File: src/logic/xcvr_cfg.svh
// constants for the registered bus transceiver
`ifndef XCVR_CFG_SVH
`define XCVR_CFG_SVH

// ------------------------------------------------------------------
// data organisation
// ------------------------------------------------------------------
`define XCVR_WIDTH 18
`define XCVR_HALVES 2
`define XCVR_HALF_WIDTH 9

// ------------------------------------------------------------------
// reset values
// ------------------------------------------------------------------
`define XCVR_DATA_RST 18'h00000
`define XCVR_OE_N_RST 1'h1
`define XCVR_CLK_RST 1'h0

`endif

File: src/logic/xcvr_pkg.sv
// types shared by the registered bus transceiver
`default_nettype none
`include "xcvr_cfg.svh"

package xcvr_pkg;
  typedef logic [`XCVR_WIDTH-1:0] word_t;
  typedef logic [`XCVR_HALVES-1:0] oe_pair_t;
endpackage : xcvr_pkg
`default_nettype wire

File: src/logic/registered_bus_xcvr.sv
// registered two-way transceiver between a card port and a backplane port
`timescale 1ns/1ps
`default_nettype none
`include "xcvr_cfg.svh"

module registered_bus_xcvr #(
  parameter int WIDTH = `XCVR_WIDTH,
  parameter int HALF_WIDTH = `XCVR_HALF_WIDTH
) (
  input wire logic mclk_i, // 25 MHz system clock
  input wire logic rst_b_i, // async reset, active low
  input wire logic fwd_clock_i, // card-to-backplane storage clock
  input wire logic rev_clock_i, // backplane-to-card storage clock
  input wire logic fwd_clock_enable_n_i, // forward capture enable, low
  input wire logic rev_clock_enable_n_i, // reverse capture enable, low
  input wire xcvr_pkg::oe_pair_t fwd_output_enable_n_i, // per half, low
  input wire xcvr_pkg::oe_pair_t rev_output_enable_n_i, // per half, low
  input wire xcvr_pkg::word_t card_i, // card-side pin level
  output logic [WIDTH-1:0] card_o, // card-side drive value
  output logic [WIDTH-1:0] card_oe_n_o, // card-side drive, low drives
  input wire xcvr_pkg::word_t bp_i, // backplane-side pin level
  output logic [WIDTH-1:0] bp_o, // backplane drive value
  output logic [WIDTH-1:0] bp_oe_n_o // backplane drive, low drives
);
  import xcvr_pkg::*;

  // ----------------------------------------------------------------
  // clock pin edge detection
  // ----------------------------------------------------------------
  // the storage clocks are pins sampled on mclk, so a rise is seen
  // as a high sample after a low one; pulses shorter than 40 ns can be missed
  // a clock pin already high at reset release counts as a rise,
  // since the history restarts low
  logic fwd_clk_prev_q;
  logic rev_clk_prev_q;
  wire fwd_rise = fwd_clock_i & ~fwd_clk_prev_q;
  wire rev_rise = rev_clock_i & ~rev_clk_prev_q;
  wire fwd_load = fwd_rise & ~fwd_clock_enable_n_i;
  wire rev_load = rev_rise & ~rev_clock_enable_n_i;

  always_ff @(posedge mclk_i or negedge rst_b_i) begin
    if (!rst_b_i) begin
      fwd_clk_prev_q <= `XCVR_CLK_RST;
      rev_clk_prev_q <= `XCVR_CLK_RST;
    end else begin
      fwd_clk_prev_q <= fwd_clock_i;
      rev_clk_prev_q <= rev_clock_i;
    end
  end

  // ----------------------------------------------------------------
  // storage flip-flops
  // ----------------------------------------------------------------
  // reset value is only a tidy start; contents count as garbage
  // until the first qualified rise in each direction
  // both directions may load in one mclk cycle; they share no flops,
  // so a forward capture never touches the reverse word
  logic [WIDTH-1:0] fwd_data_q;
  logic [WIDTH-1:0] rev_data_q;
  logic [WIDTH-1:0] fwd_data_d;
  logic [WIDTH-1:0] rev_data_d;
  assign fwd_data_d = fwd_load ? card_i : fwd_data_q;
  assign rev_data_d = rev_load ? bp_i : rev_data_q;

  always_ff @(posedge mclk_i or negedge rst_b_i) begin
    if (!rst_b_i) begin
      fwd_data_q <= `XCVR_DATA_RST;
      rev_data_q <= `XCVR_DATA_RST;
    end else begin
      fwd_data_q <= fwd_data_d;
      rev_data_q <= rev_data_d;
    end
  end

  assign bp_o = fwd_data_q;
  assign card_o = rev_data_q;

  // ----------------------------------------------------------------
  // per-half output enables
  // ----------------------------------------------------------------
  // registered so every pin control leaves straight from a flip-flop;
  // costs one mclk of enable latency
  // a half follows only its own enable bit; nothing in the data path
  // can pull its pins out of isolation
  genvar h;
  generate
    for (h = 0; h < `XCVR_HALVES; h++) begin : g_half
      logic fwd_oe_n_q;
      logic rev_oe_n_q;
      always_ff @(posedge mclk_i or negedge rst_b_i) begin
        if (!rst_b_i) begin
          fwd_oe_n_q <= `XCVR_OE_N_RST;
          rev_oe_n_q <= `XCVR_OE_N_RST;
        end else begin
          fwd_oe_n_q <= fwd_output_enable_n_i[h];
          rev_oe_n_q <= rev_output_enable_n_i[h];
        end
      end
      assign bp_oe_n_o[h*HALF_WIDTH +: HALF_WIDTH] = {HALF_WIDTH{fwd_oe_n_q}};
      assign card_oe_n_o[h*HALF_WIDTH +: HALF_WIDTH] =
        {HALF_WIDTH{rev_oe_n_q}};

      chk_fwd_half_oe: assert property (@(posedge mclk_i)
        disable iff (!rst_b_i)
        ##1 bp_oe_n_o[h*HALF_WIDTH +: HALF_WIDTH] ==
          {HALF_WIDTH{$past(fwd_output_enable_n_i[h])}})
        else $error("forward half enable not followed");
      chk_rev_half_oe: assert property (@(posedge mclk_i)
        disable iff (!rst_b_i)
        ##1 card_oe_n_o[h*HALF_WIDTH +: HALF_WIDTH] ==
          {HALF_WIDTH{$past(rev_output_enable_n_i[h])}})
        else $error("reverse half enable not followed");

      chk_fwd_half_alone: assert property (@(posedge mclk_i)
        disable iff (!rst_b_i)
        $stable(fwd_output_enable_n_i[h])
          |=> $stable(bp_oe_n_o[h*HALF_WIDTH +: HALF_WIDTH]))
        else $error("forward half moved without its own enable change");
      chk_rev_half_alone: assert property (@(posedge mclk_i)
        disable iff (!rst_b_i)
        $stable(rev_output_enable_n_i[h])
          |=> $stable(card_oe_n_o[h*HALF_WIDTH +: HALF_WIDTH]))
        else $error("reverse half moved without its own enable change");
    end
  endgenerate

  // ----------------------------------------------------------------
  // checks
  // ----------------------------------------------------------------
  chk_fwd_clocked_copy: assert property (@(posedge mclk_i)
    disable iff (!rst_b_i)
    (fwd_clock_i && !fwd_clk_prev_q && !fwd_clock_enable_n_i)
      |=> bp_o == $past(card_i))
    else $error("forward capture did not copy card data");
  chk_rev_clocked_copy: assert property (@(posedge mclk_i)
    disable iff (!rst_b_i)
    (rev_clock_i && !rev_clk_prev_q && !rev_clock_enable_n_i)
      |=> card_o == $past(bp_i))
    else $error("reverse capture did not copy backplane data");
  chk_fwd_ce_hold: assert property (@(posedge mclk_i)
    disable iff (!rst_b_i)
    fwd_clock_enable_n_i |=> $stable(bp_o))
    else $error("forward data moved with capture disabled");
  chk_fwd_static_clk: assert property (@(posedge mclk_i)
    disable iff (!rst_b_i)
    ($stable(fwd_clock_i) && fwd_clk_prev_q == fwd_clock_i)
      |=> $stable(bp_o))
    else $error("forward data moved with clock static");
  chk_rev_ce_hold: assert property (@(posedge mclk_i)
    disable iff (!rst_b_i)
    rev_clock_enable_n_i |=> $stable(card_o))
    else $error("reverse data moved with capture disabled");
  chk_all_bits_gated: assert property (@(posedge mclk_i)
    disable iff (!rst_b_i)
    (fwd_clock_enable_n_i && $changed(card_i)) ##1 fwd_clock_enable_n_i
      |=> $stable(bp_o))
    else $error("part of forward word loaded with capture disabled");
  chk_fwd_no_fall_load: assert property (@(posedge mclk_i)
    disable iff (!rst_b_i)
    (!fwd_clock_i && fwd_clk_prev_q) |=> $stable(bp_o))
    else $error("forward storage loaded on falling clock");

  // ----------------------------------------------------------------
  // reverse direction checks
  // ----------------------------------------------------------------
  // mirror of the forward hold checks; each direction owns its flops
  chk_rev_static_clk: assert property (@(posedge mclk_i)
    disable iff (!rst_b_i)
    ($stable(rev_clock_i) && rev_clk_prev_q == rev_clock_i)
      |=> $stable(card_o))
    else $error("reverse data moved with clock static");
  chk_rev_no_fall_load: assert property (@(posedge mclk_i)
    disable iff (!rst_b_i)
    (!rev_clock_i && rev_clk_prev_q) |=> $stable(card_o))
    else $error("reverse storage loaded on falling clock");
  chk_rev_bits_gated: assert property (@(posedge mclk_i)
    disable iff (!rst_b_i)
    (rev_clock_enable_n_i && $changed(bp_i)) ##1 rev_clock_enable_n_i
      |=> $stable(card_o))
    else $error("part of reverse word loaded with capture disabled");
  // a forward-only load must leave the reverse direction's word alone
  chk_fwd_leaves_rev: assert property (@(posedge mclk_i)
    disable iff (!rst_b_i)
    (fwd_load && !rev_load) |=> $stable(card_o))
    else $error("forward capture disturbed reverse storage");

  // ----------------------------------------------------------------
  // isolation while reset is held
  // ----------------------------------------------------------------
  // no disable here: every pin must float for the whole reset; the
  // first reset edge is skipped, as the flops settle only on it
  chk_reset_floats: assert property (@(posedge mclk_i)
    (!rst_b_i ##1 !rst_b_i) |-> (&bp_oe_n_o && &card_oe_n_o))
    else $error("a pin was driven while reset was held");

  // ----------------------------------------------------------------
  // coverage of the main scenarios
  // ----------------------------------------------------------------

  cov_fwd_capture: cover property (@(posedge mclk_i)
    disable iff (!rst_b_i)
    fwd_load ##1 bp_oe_n_o == {WIDTH{1'h0}});
  cov_rev_capture: cover property (@(posedge mclk_i)
    disable iff (!rst_b_i)
    rev_load ##1 card_oe_n_o == {WIDTH{1'h0}});
  cov_split_halves: cover property (@(posedge mclk_i)
    disable iff (!rst_b_i)
    fwd_output_enable_n_i == 2'h1 ##1 fwd_output_enable_n_i == 2'h2);
  cov_blocked_rise: cover property (@(posedge mclk_i)
    disable iff (!rst_b_i)
    fwd_rise && fwd_clock_enable_n_i);
  cov_rev_blocked_rise: cover property (@(posedge mclk_i)
    disable iff (!rst_b_i)
    rev_rise && rev_clock_enable_n_i);
endmodule : registered_bus_xcvr
`default_nettype wire

File: config.mk
export PLATFORM = sky130hd
export DESIGN_NAME = registered_bus_xcvr
export DESIGN_NICKNAME = d
export VERILOG_FILES = /design/src/logic/xcvr_pkg.sv /design/src/logic/registered_bus_xcvr.sv
export VERILOG_INCLUDE_DIRS = /design/src /design/src/logic
export SDC_FILE = /design/constraint.sdc
export NUM_CORES = 1
export LEC_CHECK = 0
export ABC_CLOCK_PERIOD_IN_PS = 1700
export BUFFER_PORTS_ARGS = -buffer_cell sky130_fd_sc_hd__buf_2
export CAP_MARGIN = 40
export CORE_MARGIN = 8
export CORE_UTILIZATION = 42
export CTS_CLUSTER_DIAMETER = 50
export DETAILED_ROUTE_END_ITERATION = 16
export PLACE_DENSITY = 0.87
export SLEW_MARGIN = 30
export SYNTH_ARGS = -nofsm -noshare
export SYNTH_HDL_FRONTEND = slang
export SYNTH_SLANG_ARGS = --single-unit
File: constraint.sdc
create_clock -name mclk_i -period 1.7 [get_ports mclk_i]
set_input_delay 0.17 -clock mclk_i [delete_from_list [all_inputs] [get_ports mclk_i]]
set_output_delay 0.17 -clock mclk_i [all_outputs]
set_load 0.05 [all_outputs]
==> run summary <==
The flow ran to the end, and the final reports show no timing, DRC or antenna violations. Setup violations remaining at the end of the flow were counted as 0. The growth of design area from synthesis to finish was 27.1%.

The worst setup path is of the in2reg kind. The portion of the clock cycle consumed by the worst path in the final layout was 0.840; the clock slew at the register clock pins of the worst setup and hold paths was 70 ps. When the netlist entered floorplanning its net count stood at 166. The number of unique standard cell types used by synthesis came out at 8.

The die is 83.2 µm tall. The logs give 259 for the count of nets after finishing and 369 for the filler cell count. Global routing finished with a remaining overflow of 0. The logs give 0 for the hold violation count in the final report and 0.401 for the sequential cell fraction of total power.

Summing internal, switching and leakage power gives 0.00316 W. For the half-perimeter wire length after placement, the log shows 3.32 mm. After detailed placement, the total cell area comes to 0.00227 mm².

For this block, the routed nets add up to 4.23 mm of wire. The clock arrives with 7.40 ps of skew. The tools report the summed instance area of the synthesized netlist as 0.00189 mm². The tree built by TritonCTS fans out to 42 sinks. The logs give 0 for the number of max-slew violations in the final report and 0.412 for the relative contribution of combinational cells to total power. The peak fanout along the critical path is 18, and the switching component of the power is 0.00133 W.

The tools report the capturing element type of the critical path as a flip-flop. On the critical path, the stage with the largest delay is an instance of dlygate4sd3_1. The leakage power of the design is 1.25 nW. Setup repair after global routing left no endpoint under its margin. Summing all multi-input logic gate instances after layout gives 518 µm². The measured slew at the worst slew-check pin is 447 ps, and the number of placement rows is 24. Derived from the worst setup path, the maximum achievable clock frequency is 700 MHz.

The shortest period the worst path allows was 1430 ps; the area taken by flip-flops and latches was 0.00106 mm². The run gives 0.125 as the aggregate global-route resource usage. Nature of the critical path startpoint: an input port. In the routed design, unresolved DRC markers number 0. After technology mapping, the gate count stands at 120.

For the area inside the core boundary, the log shows 0.00435 mm². After detailed routing, the number of vias per cell comes to 4.49. Yosys printed 0 warnings.

The run gives 0.435 as the effective utilization at floorplan. The later pin in the worst-skew pair is clocked with a latency of 280 ps. The CTS buffer count was 5; the fraction of power spent switching nets was 0.421. No sink is reached through more buffers than the 2 on the longest clock path. The synthesized area divided by synthesized cell count was 15.8 µm².

In this run the horizontal extent of the chip is 83.2 µm. The area of the die is 0.00692 mm², and the power per unit of standard cell area is 1310 mW/mm². Buffers added to address setup during post-CTS repair amount to 0. The tools report the routability congestion estimate from global placement as 0.667. The tightest min-delay check is of the in2reg type.

The worst-case IR drop observed on VDD is 0.660 mV. The logs give 0.702 for the max-slew headroom at the worst pin and 7.25 mm for the first-pass GRT wire length. Hold repair after CTS inserted 6 buffers.

The detailed router placed 1,190 vias in this run. For this design the top-level I/O count stands at 118. Before antenna repair, the detailed router went through 4 iterations. TritonCTS built the clock tree. The logs give 0 for the number of gates resized after cts and 1860 ps for the endpoint required time on the critical path.

The cell-internal power came out at 0.00183 W. The repair_antennas step left the layout with diodes totalling 0. The tools report the clock root buffer as clkbuf_8. The clock share of power was 0.187; the initial antenna violation count was 0. For the worst setup path, the data arrival time is 1590 ps. The run gives 26 as the starting DRC count in detailed routing.

The fraction of layout cells with a size suffix above 1 came out at 0.784. The tools report the max-capacitance violation count as 0. Number of global-route vias before repair: 1,413. Once layout is done, the placed cells without fillers occupy 0.00241 mm². The maximum number of pins on one net before global-route repair is 23, and the number of flip-flops and latches in the synthesized netlist is 42.

The detail-routed net length per standard cell came out at 15.9 µm. CTS built an H-tree with a depth of 2. The count of input and output buffers was 117; the proportion of synthesized chip area in sequential cells was 0.557. Critical path's largest stage delay: 520 ps. The signal on the critical path passes through dlygate4sd3_1 -> buf_2 -> nor3b_4 -> buf_12 -> mux2_2.

The detail route stage leaves a number of antenna-violating nets equal to 0. The setup TNS came out at 0 ps.
## sequential cells by signal, summed over array words and instances, names as in the netlist
| register | flops |
|---|---|
| bp_o | 18 |
| card_o | 18 |
| g_half.fwd_oe_n_q | 2 |
| g_half.rev_oe_n_q | 2 |
| fwd_clk_prev_q | 1 |
| rev_clk_prev_q | 1 |
## worst paths after layout
kind                                start  depth (start not counted)              to  slack, ps
max                           rev_clock_i                          5      card_o[17]        270
min                           fwd_clock_i                          1  fwd_clk_prev_q         20
max reg2reg                rev_clk_prev_q                          3      card_o[17]        390
min reg2reg                       bp_o[5]                          1         bp_o[5]        500
max in group asynchronous         rst_b_i                          3      card_o[11]        670
min in group asynchronous         rst_b_i                          2         bp_o[8]        380
## cell families after synthesis
kind of cell	Yosys count	synth area share
and+or+nand+nor	2	0.0132
muxes	36	0.254
DFF	42	0.557
buffers and inverters	40	0.176
## layout make-up
class | count | area share
Timing Repair Buffer | 126 | 0.288
Tap cell | 52 | 0.0270
Sequential cell | 42 | 0.438
Clock buffer | 7 | 0.0317
Multi-Input combinational cell | 38 | 0.215
## routing by layer
| layer | track usage | part of all wire |
|---|---|---|
| met1 | 0.142 | 0.42 |
| met4 | 0.0240 | 0.0069 |
| met2 | 0.180 | 0.40 |
| met5 | 0 | 0 |
| met3 | 0.0986 | 0.17 |
## synthesized netlist by cell type
cell type / count / area share
mux2_2: 16 / 0.095
dfstp_2: 4 / 0.055
buf_6: 2 / 0.012
nor3b_2: 2 / 0.013
buf_12: 2 / 0.021
mux2_4: 20 / 0.16
dfrtp_1: 38 / 0.50
buf_4: 36 / 0.14
## placed cells by master, fill, tap and decap left out
| cell | synthesis | layout |
|---|---|---|
| buf_2 | 0 | 117 |
| dfrtp_1 | 38 | 38 |
| mux2_4 | 20 | 20 |
| mux2_2 | 16 | 16 |
| dlygate4sd3_1 | 0 | 6 |
| clkbuf_8 | 0 | 5 |
| dfstp_2 | 4 | 4 |
| nor3b_4 | 0 | 2 |
| clkbuf_1 | 0 | 2 |
| buf_12 | 2 | 2 |
| buf_4 | 36 | 1 |
## worst max-delay path, delay by kind of cell
kind,cells,cell delay (ps)
mux,1,360
simple gates,1,210
buf+inv,3,840
## through the flow
stage | instances | utilization | setup slack, ps | hold WS [ps]
after detailed placement | 252 | 0.522 | 402 | 148
after global routing | 265 | 0.553 | 249 | 1.97
final | 265 | 0.553 | 271 | 18.9
after global placement | 252 | 0.522 | 432 | 138
after CTS | 265 | 0.553 | 315 | 4.44
after floorplan | 120 | - | 455 | -126
## power groups by stage
stage	Clock, W	Combinational [W]	Sequential [W]
2_1_floorplan	0	0.000453	0.00186
3_3_place_gp	0	0.00129	0.00128
3_5_place_dp	0	0.00130	0.00128
4_1_cts	0.000622	0.00132	0.00127
5_1_grt	0.000660	0.00136	0.00129
6_report	0.000591	0.00130	0.00127
(Power assumes the default switching activity.)
